--- config.mk ---
export PLATFORM = sky130hd
export DESIGN_NAME = ppmx_top
export DESIGN_NICKNAME = d
export VERILOG_FILES = /design/src/rtl/ppmx_edge_det.v /design/src/rtl/ppmx_top.v
export VERILOG_INCLUDE_DIRS = /design/src /design/src/rtl
export SDC_FILE = /design/constraint.sdc
export NUM_CORES = 1
export LEC_CHECK = 0
export BUFFER_PORTS_ARGS = -buffer_cell sky130_fd_sc_hd__buf_2
export CAP_MARGIN = 20
export CORE_MARGIN = 1
export CORE_UTILIZATION = 45
export CTS_CLUSTER_SIZE = 24
export DETAILED_ROUTE_END_ITERATION = 7
export PLACE_DENSITY_LB_ADDON = 0.15
export SLEW_MARGIN = 20
export SYNTH_ARGS = -nofsm -noshare
export SYNTH_HDL_FRONTEND = slang
export SYNTH_SLANG_ARGS = --single-unit
--- constraint.sdc ---
create_clock -name i_core_clk -period 1.65 [get_ports i_core_clk]
set_clock_uncertainty 0.05 [all_clocks]
set_input_delay 0 -clock i_core_clk [delete_from_list [all_inputs] [get_ports i_core_clk]]
set_output_delay 0 -clock i_core_clk [all_outputs]
set_load 0.01 [all_outputs]
--- src/rtl/ppmx_defs.vh ---
// Purpose: constants for the port pin mux controller
// Assumes: 8-bit ports, one clock
// Notes: definitions only
`ifndef PPMX_DEFS_VH
`define PPMX_DEFS_VH
`define PPMX_W 8
`define PPMX_ZERO 8'h00
`define PPMX_B_SCK 0
`define PPMX_B_TX 1
`define PPMX_B_RX 2
`define PPMX_B_TMR 3
`define PPMX_B_CPT 4
`define PPMX_C_IRQ0 6
`define PPMX_C_IRQ1 7
`define PPMX_EDGE_RISE 2'h1
`define PPMX_EDGE_FALL 2'h2
`define PPMX_EDGE_BOTH 2'h3
// clock cycles after reset before edge history is trusted
`define PPMX_WARM 3
`endif

--- src/rtl/ppmx_edge_det.v ---
// Purpose: selectable edge detector for one external interrupt input
// Assumes: input already synchronised
// Notes: 2'h0 disables detection
`include "ppmx_defs.vh"
module ppmx_edge_det
(
  // clock and reset
  input wire i_core_clk,
  input wire i_rstn,
  // control
  input wire i_enable,
  input wire [1:0] i_edge_sel,
  input wire i_level,
  // event
  output reg o_pulse
);
  reg prev_r;

  always @(posedge i_core_clk)
  begin
    if (!i_rstn)
    begin
      prev_r <= 1'b0;
      o_pulse <= 1'b0;
    end
    else
    begin
      prev_r <= i_level;
      case (i_edge_sel)
        `PPMX_EDGE_RISE: o_pulse <= i_enable & i_level & ~prev_r;
        `PPMX_EDGE_FALL: o_pulse <= i_enable & ~i_level & prev_r;
        `PPMX_EDGE_BOTH: o_pulse <= i_enable & (i_level ^ prev_r);
        default: o_pulse <= 1'b0;
      endcase
    end
  end
endmodule

--- src/rtl/ppmx_top.v ---
// Purpose: pin direction, pull-up and alternate function routing
// Assumes: configuration as plain ports, pins as in/out/oe triples
// Notes: pin inputs pass two flip-flops before use
`include "ppmx_defs.vh"
module ppmx_top
#(
  parameter W = `PPMX_W
)
(
  // clock and reset
  input wire i_core_clk,
  input wire i_rstn,
  // port a configuration
  input wire [W-1:0] i_port_a_direction_reg,
  input wire [W-1:0] i_port_a_pullup_reg,
  input wire [W-1:0] i_port_a_latch,
  // port b configuration
  input wire [W-1:0] i_port_b_direction_reg,
  input wire [W-1:0] i_port_b_ctrl_mode,
  input wire [W-1:0] i_port_b_latch,
  // port c configuration
  input wire [W-1:0] i_port_c_direction_reg,
  input wire [W-1:0] i_port_c_pullup_reg,
  input wire [W-1:0] i_port_c_ctrl_mode,
  input wire [W-1:0] i_port_c_latch,
  input wire [1:0] i_irq0_edge_sel,
  input wire [1:0] i_irq1_edge_sel,
  // pins
  input wire [W-1:0] i_port_a_pins,
  output wire [W-1:0] o_port_a_pins,
  output wire [W-1:0] o_port_a_pins_oe,
  output wire [W-1:0] o_port_a_pullup_en,
  input wire [W-1:0] i_port_b_pins,
  output wire [W-1:0] o_port_b_pins,
  output wire [W-1:0] o_port_b_pins_oe,
  input wire [W-1:0] i_port_c_pins,
  output wire [W-1:0] o_port_c_pins,
  output wire [W-1:0] o_port_c_pins_oe,
  output wire [W-1:0] o_port_c_pullup_en,
  // peripheral side
  input wire i_serial_clock_out,
  input wire i_serial_data_out,
  input wire i_timer_b_output,
  output reg o_serial_clock_pin,
  output reg o_async_clock_in,
  output reg o_serial_data_in,
  output reg o_async_receive_in,
  output reg o_capture_trigger_in,
  output reg [W-1:0] o_key_return_inputs,
  output wire o_ext_irq_0,
  output wire o_ext_irq_1,
  // port reads
  output reg [W-1:0] o_port_a_read,
  output reg [W-1:0] o_port_b_read,
  output reg [W-1:0] o_port_c_read
);
  // direction: 1 = input, as after reset
  reg [W-1:0] dir_a_r, dir_b_r, dir_c_r;
  reg [W-1:0] lat_a_r, lat_b_r, lat_c_r;
  reg [W-1:0] pu_a_r, pu_c_r, ctl_b_r, ctl_c_r;
  reg [W-1:0] sa1_r, sa2_r, sb1_r, sb2_r, sc1_r, sc2_r;
  reg [W-1:0] lat_b_nxt;
  wire [W-1:0] ones = {W{1'b1}};
  reg [W-1:0] rd_a_nxt, rd_b_nxt, rd_c_nxt;
  reg [W-1:0] kr_nxt;
  reg sck_nxt;
  reg rx_nxt;
  reg cpt_nxt;
  reg [`PPMX_WARM-1:0] warm_r;
  wire irq_ready;
  wire irq0_en;
  wire irq1_en;

  always @(posedge i_core_clk)
  begin
    if (!i_rstn)
    begin
      dir_a_r <= ones;
      dir_b_r <= ones;
      dir_c_r <= ones;
      lat_a_r <= `PPMX_ZERO;
      lat_b_r <= `PPMX_ZERO;
      lat_c_r <= `PPMX_ZERO;
      pu_a_r <= `PPMX_ZERO;
      pu_c_r <= `PPMX_ZERO;
      ctl_b_r <= `PPMX_ZERO;
      ctl_c_r <= `PPMX_ZERO;
      sa1_r <= `PPMX_ZERO;
      sa2_r <= `PPMX_ZERO;
      sb1_r <= `PPMX_ZERO;
      sb2_r <= `PPMX_ZERO;
      sc1_r <= `PPMX_ZERO;
      sc2_r <= `PPMX_ZERO;
    end
    else
    begin
      dir_a_r <= i_port_a_direction_reg;
      dir_b_r <= i_port_b_direction_reg;
      dir_c_r <= i_port_c_direction_reg;
      lat_a_r <= i_port_a_latch;
      lat_b_r <= lat_b_nxt;
      lat_c_r <= i_port_c_latch;
      pu_a_r <= i_port_a_pullup_reg;
      pu_c_r <= i_port_c_pullup_reg;
      ctl_b_r <= i_port_b_ctrl_mode;
      ctl_c_r <= i_port_c_ctrl_mode;
      sa1_r <= i_port_a_pins;
      sa2_r <= sa1_r;
      sb1_r <= i_port_b_pins;
      sb2_r <= sb1_r;
      sc1_r <= i_port_c_pins;
      sc2_r <= sc1_r;
    end
  end

  // serial and timer outputs replace the latch bit in control mode
  always @*
  begin
    lat_b_nxt = i_port_b_latch;
    if (i_port_b_ctrl_mode[`PPMX_B_SCK])
      lat_b_nxt[`PPMX_B_SCK] = i_serial_clock_out;
    if (i_port_b_ctrl_mode[`PPMX_B_TX])
      lat_b_nxt[`PPMX_B_TX] = i_serial_data_out;
    if (i_port_b_ctrl_mode[`PPMX_B_TMR])
      lat_b_nxt[`PPMX_B_TMR] = i_timer_b_output;
  end

  // enable from direction bit in every mode; data from latch, or peripheral output on port b control bits
  assign o_port_a_pins = lat_a_r;
  assign o_port_a_pins_oe = ~dir_a_r;
  assign o_port_a_pullup_en = dir_a_r & pu_a_r;
  assign o_port_b_pins = lat_b_r;
  assign o_port_b_pins_oe = ~dir_b_r;
  assign o_port_c_pins = lat_c_r;
  assign o_port_c_pins_oe = ~dir_c_r;
  assign o_port_c_pullup_en = dir_c_r & pu_c_r;

  // peripheral inputs see the pin only in control mode
  always @*
  begin
    sck_nxt = ctl_b_r[`PPMX_B_SCK] & sb2_r[`PPMX_B_SCK];
    rx_nxt = ctl_b_r[`PPMX_B_RX] & sb2_r[`PPMX_B_RX];
    cpt_nxt = ctl_b_r[`PPMX_B_CPT] & sb2_r[`PPMX_B_CPT];
    kr_nxt = ctl_c_r & sc2_r;
  end

  // port read: live pin for inputs, latch for outputs
  always @*
  begin
    rd_a_nxt = (dir_a_r & sa2_r) | (~dir_a_r & lat_a_r);
    rd_b_nxt = (dir_b_r & sb2_r) | (~dir_b_r & lat_b_r);
    rd_c_nxt = (dir_c_r & sc2_r) | (~dir_c_r & lat_c_r);
  end

  // routed inputs from synchronised pins
  always @(posedge i_core_clk)
  begin
    if (!i_rstn)
    begin
      o_serial_clock_pin <= 1'b0;
      o_async_clock_in <= 1'b0;
      o_serial_data_in <= 1'b0;
      o_async_receive_in <= 1'b0;
      o_capture_trigger_in <= 1'b0;
      o_key_return_inputs <= `PPMX_ZERO;
      o_port_a_read <= `PPMX_ZERO;
      o_port_b_read <= `PPMX_ZERO;
      o_port_c_read <= `PPMX_ZERO;
    end
    else
    begin
      o_serial_clock_pin <= sck_nxt;
      o_async_clock_in <= sck_nxt;
      o_serial_data_in <= rx_nxt;
      o_async_receive_in <= rx_nxt;
      o_capture_trigger_in <= cpt_nxt;
      o_key_return_inputs <= kr_nxt;
      o_port_a_read <= rd_a_nxt;
      o_port_b_read <= rd_b_nxt;
      o_port_c_read <= rd_c_nxt;
    end
  end

  // detectors held off until pin history is valid after reset
  always @(posedge i_core_clk)
  begin
    if (!i_rstn)
      warm_r <= {`PPMX_WARM{1'b0}};
    else
      warm_r <= {warm_r[`PPMX_WARM-2:0], 1'b1};
  end

  assign irq_ready = warm_r[`PPMX_WARM-1];
  assign irq0_en = irq_ready & ctl_c_r[`PPMX_C_IRQ0];
  assign irq1_en = irq_ready & ctl_c_r[`PPMX_C_IRQ1];

  ppmx_edge_det u_irq0
  (
    .i_core_clk(i_core_clk),
    .i_rstn(i_rstn),
    .i_enable(irq0_en),
    .i_edge_sel(i_irq0_edge_sel),
    .i_level(sc2_r[`PPMX_C_IRQ0]),
    .o_pulse(o_ext_irq_0)
  );

  ppmx_edge_det u_irq1
  (
    .i_core_clk(i_core_clk),
    .i_rstn(i_rstn),
    .i_enable(irq1_en),
    .i_edge_sel(i_irq1_edge_sel),
    .i_level(sc2_r[`PPMX_C_IRQ1]),
    .o_pulse(o_ext_irq_1)
  );
endmodule

==> impl_metrics.env <==
export IMPL_fmax_mhz=745
export IMPL_path_max_fanout=5
export IMPL_syn_num_nets=535
export IMPL_grt_max_degree=68
export IMPL_syn_area_per_cell_um2=12.1
export IMPL_clockRootBuffer="clkbuf_16"
export IMPL_top_usage_layer="met2"
export IMPL_dp_hpwl_mm=6.54
export IMPL_place_port_buffers=212
export IMPL_syn2layout_area_growth_pct=56.2
export IMPL_synth_seq_cells=165
export IMPL_cts_max_level=4
export IMPL_track_usage_pct=19.1
export IMPL_ant_nets=0
export IMPL_fin_hold_ws_ns=0.261
export IMPL_post_drt_wl_per_cell_um=12.1
export IMPL_slowest_delay_ns=0.56
export IMPL_seq_area_um2=3300
export IMPL_cts_buffer_depth=2
export IMPL_clk_latency_ns=0.41
export IMPL_fp_coreArea_um2=10900
export IMPL_die_x_um=109
export IMPL_ys_seq_area_share_pct=64.6
export IMPL_cts_buffers_inserted=17
export IMPL_rsz0062_at_grt="false"
export IMPL_nets=860
export IMPL_dp_slack_ns=0.718
export IMPL_fill_cells=775
export IMPL_maxSlewHeadroom_pct=76.7
export IMPL_path_delay_family="buffers and inverters"
export IMPL_antenna_found_initial=0
export IMPL_setup_worst_path_end_class="flop"
export IMPL_final_cell_mix="211 x buf_2, 165 x dfxtp_1, 111 x dlygate4sd3_1"
export IMPL_die_area_um2=11800
export IMPL_setup_ws_ns=0.308
export IMPL_syn_cell_area_um2=5120
export IMPL_cts_sinks=165
export IMPL_power_w=0.00900
export IMPL_worst_pin_slew_ns=0.349
export IMPL_cap_violations=0
export IMPL_fin_crit_sh_pct=81.3
export IMPL_die_h_um=109
export IMPL_yosysWarningCount=0
export IMPL_antennaDiodeCount=0
export IMPL_grt_pass1_wl_mm=17.0
export IMPL_clk_pin_slew_ns=0.06
export IMPL_period_minus_slack_ns=1.34
export IMPL_setup_violations=0
export IMPL_multi_input_area_um2=1590
export IMPL_worstPathArrival_ns=1.64
export IMPL_place_gp_congestion=0.744
export IMPL_tns_ns=0
export IMPL_synthCells=422
export IMPL_start_util_pct=46.8
export IMPL_met1_usage_pct=18.9
export IMPL_ir_drop_mv=0.876
export IMPL_hold_viol_final=0
export IMPL_finalNonFillerCells=900
export IMPL_cts_tree="yes"
export IMPL_first_iter_violations=83
export IMPL_num_rows=38
export IMPL_io_pins=216
export IMPL_start_kind="flop"
export IMPL_drc_errors=0
export IMPL_met2_usage_pct=34.6
export IMPL_dr_pass1_iters=4
export IMPL_worst_setup_path_type="reg -> reg"
export IMPL_drive_above_1_share_pct=44.5
export IMPL_hold_path_class="in -> reg"
export IMPL_crit_path_top_delay_cell="dlygate4sd3_1"
export IMPL_status="finished, final reports clean"
export IMPL_crit_path_cell_trace="nand3b_1 -> a21oi_2 -> dlygate4sd3_1"
export IMPL_p_leak_nw=4.14
export IMPL_power_density_nw_per_um2=1130
export IMPL_wirelength_mm=10.9
export IMPL_crit_buf_inv=1
export IMPL_layout_commonest_cell="buf_2"
export IMPL_final_max_slew_violation_count=0
export IMPL_overflow=0
export IMPL_num_vias=3809
export IMPL_crit_required_ns=1.95
export IMPL_viasPerCell=4.23
export IMPL_ys_types=17
export IMPL_dp_cells=757
export IMPL_grt_pass1_vias=3819
export IMPL_met3_usage_pct=6.75
layout make-up:
cell class,instances,share of cell area (%)
tap,140,2.19
multi-input combinational,213,19.9
inverter,24,1.13
timing repair buffer,326,27.8
clock inverter,8,1.52
clock buffer,24,6.15
sequential,165,41.3
worst paths after layout:
kind,startpoint,to,slack [ns],cells past startpoint
worst max-delay path,sc2_r[7]$_SDFF_PN0_,u_irq1.o_pulse$_SDFF_PN0_,0.31,3
worst min-delay path,i_port_b_direction_reg[1],dir_b_r[1]$_SDFF_PN1_,0.26,3
worst max register to register,sc2_r[7]$_SDFF_PN0_,u_irq1.o_pulse$_SDFF_PN0_,0.31,3
worst min register to register,sa1_r[5]$_SDFF_PN0_,sa2_r[5]$_SDFF_PN0_,0.39,1
state kept, by name (all words and copies together) (netlist names), 3 cells and up:
register	count
sb2_r	8
dir_b_r	8
o_port_b_pins	8
o_port_a_read	8
pu_a_r	8
o_port_c_pins	8
sa2_r	8
o_key_return_inputs	8
pu_c_r	8
o_port_b_read	8
ctl_c_r	8
o_port_a_pins	8
sb1_r	8
sc2_r	8
ctl_b_r	3
dir_c_r	8
o_port_c_read	8
sa1_r	8
warm_r	3
dir_a_r	8
sc1_r	8
synthesized netlist by cell type:
cell        n  share of area (%)
nand3_2     2               0.39
nand2b_1   24                2.9
and2_2     90                 13
nor2b_1     7               0.86
inv_1      24                1.8
and2_1     26                3.2
dfxtp_1   165                 65
and3_1     11                1.3
buf_8       1               0.29
buf_2       4               0.39
mux2i_1    27                5.3
clkbuf_2   10               0.98
buf_4       2               0.29
buf_6       3               0.66
a21oi_2     2               0.34
and2b_1    20                2.9
nand3b_1    4               0.59
timing repair:
| action | 4_1_cts | 5_1_grt |
|---|---|---|
| hold endpoints to repair | 102 | 0 |
| gates resized for setup | 0 | 0 |
| hold buffers | 111 | 0 |
| setup buffers | 0 | 0 |
metal layers:
| layer | part of all wire (%) | vias to the layer above |
|---|---|---|
| li1 | - | 1943 |
| met1 | 39 | 1710 |
| met2 | 51 | 132 |
| met3 | 7.0 | 24 |
| met4 | 2.6 | 0 |
| met5 | 0 | - |
logic make-up (layout without fill, tap and decap cells):
group                  after synthesis  count (layout)  share of synthesized area (%)
multiplexers                        27              27                           5.28
AND/OR/NAND/NOR                    184             184                           25.4
buffers and inverters               44             382                           4.38
flip-flops                         165             165                           64.6
AO/OA/AOI/OAI                        2               2                          0.342
per-stage QoR:
step	utilization, %	area (µm²)
final	73.1	7990
after floorplan	-	5120
after detailed placement	57.3	6270
after global placement	57.3	6270
after CTS	73.1	7990
after global routing	73.1	7990
report_power, final:
group          internal, W  leakage, nW  switching, W
Combinational     0.000495         2.48      0.000272
Sequential         0.00417         1.36     0.0000745
Clock              0.00254        0.300       0.00145
tightest hold or removal path: cells and delay by family:
family | cells | cell delay [ns]
buffers and inverters | 2 | 0.61
AND/OR/NAND/NOR | 1 | 0.08
(Power assumes the default switching activity.)
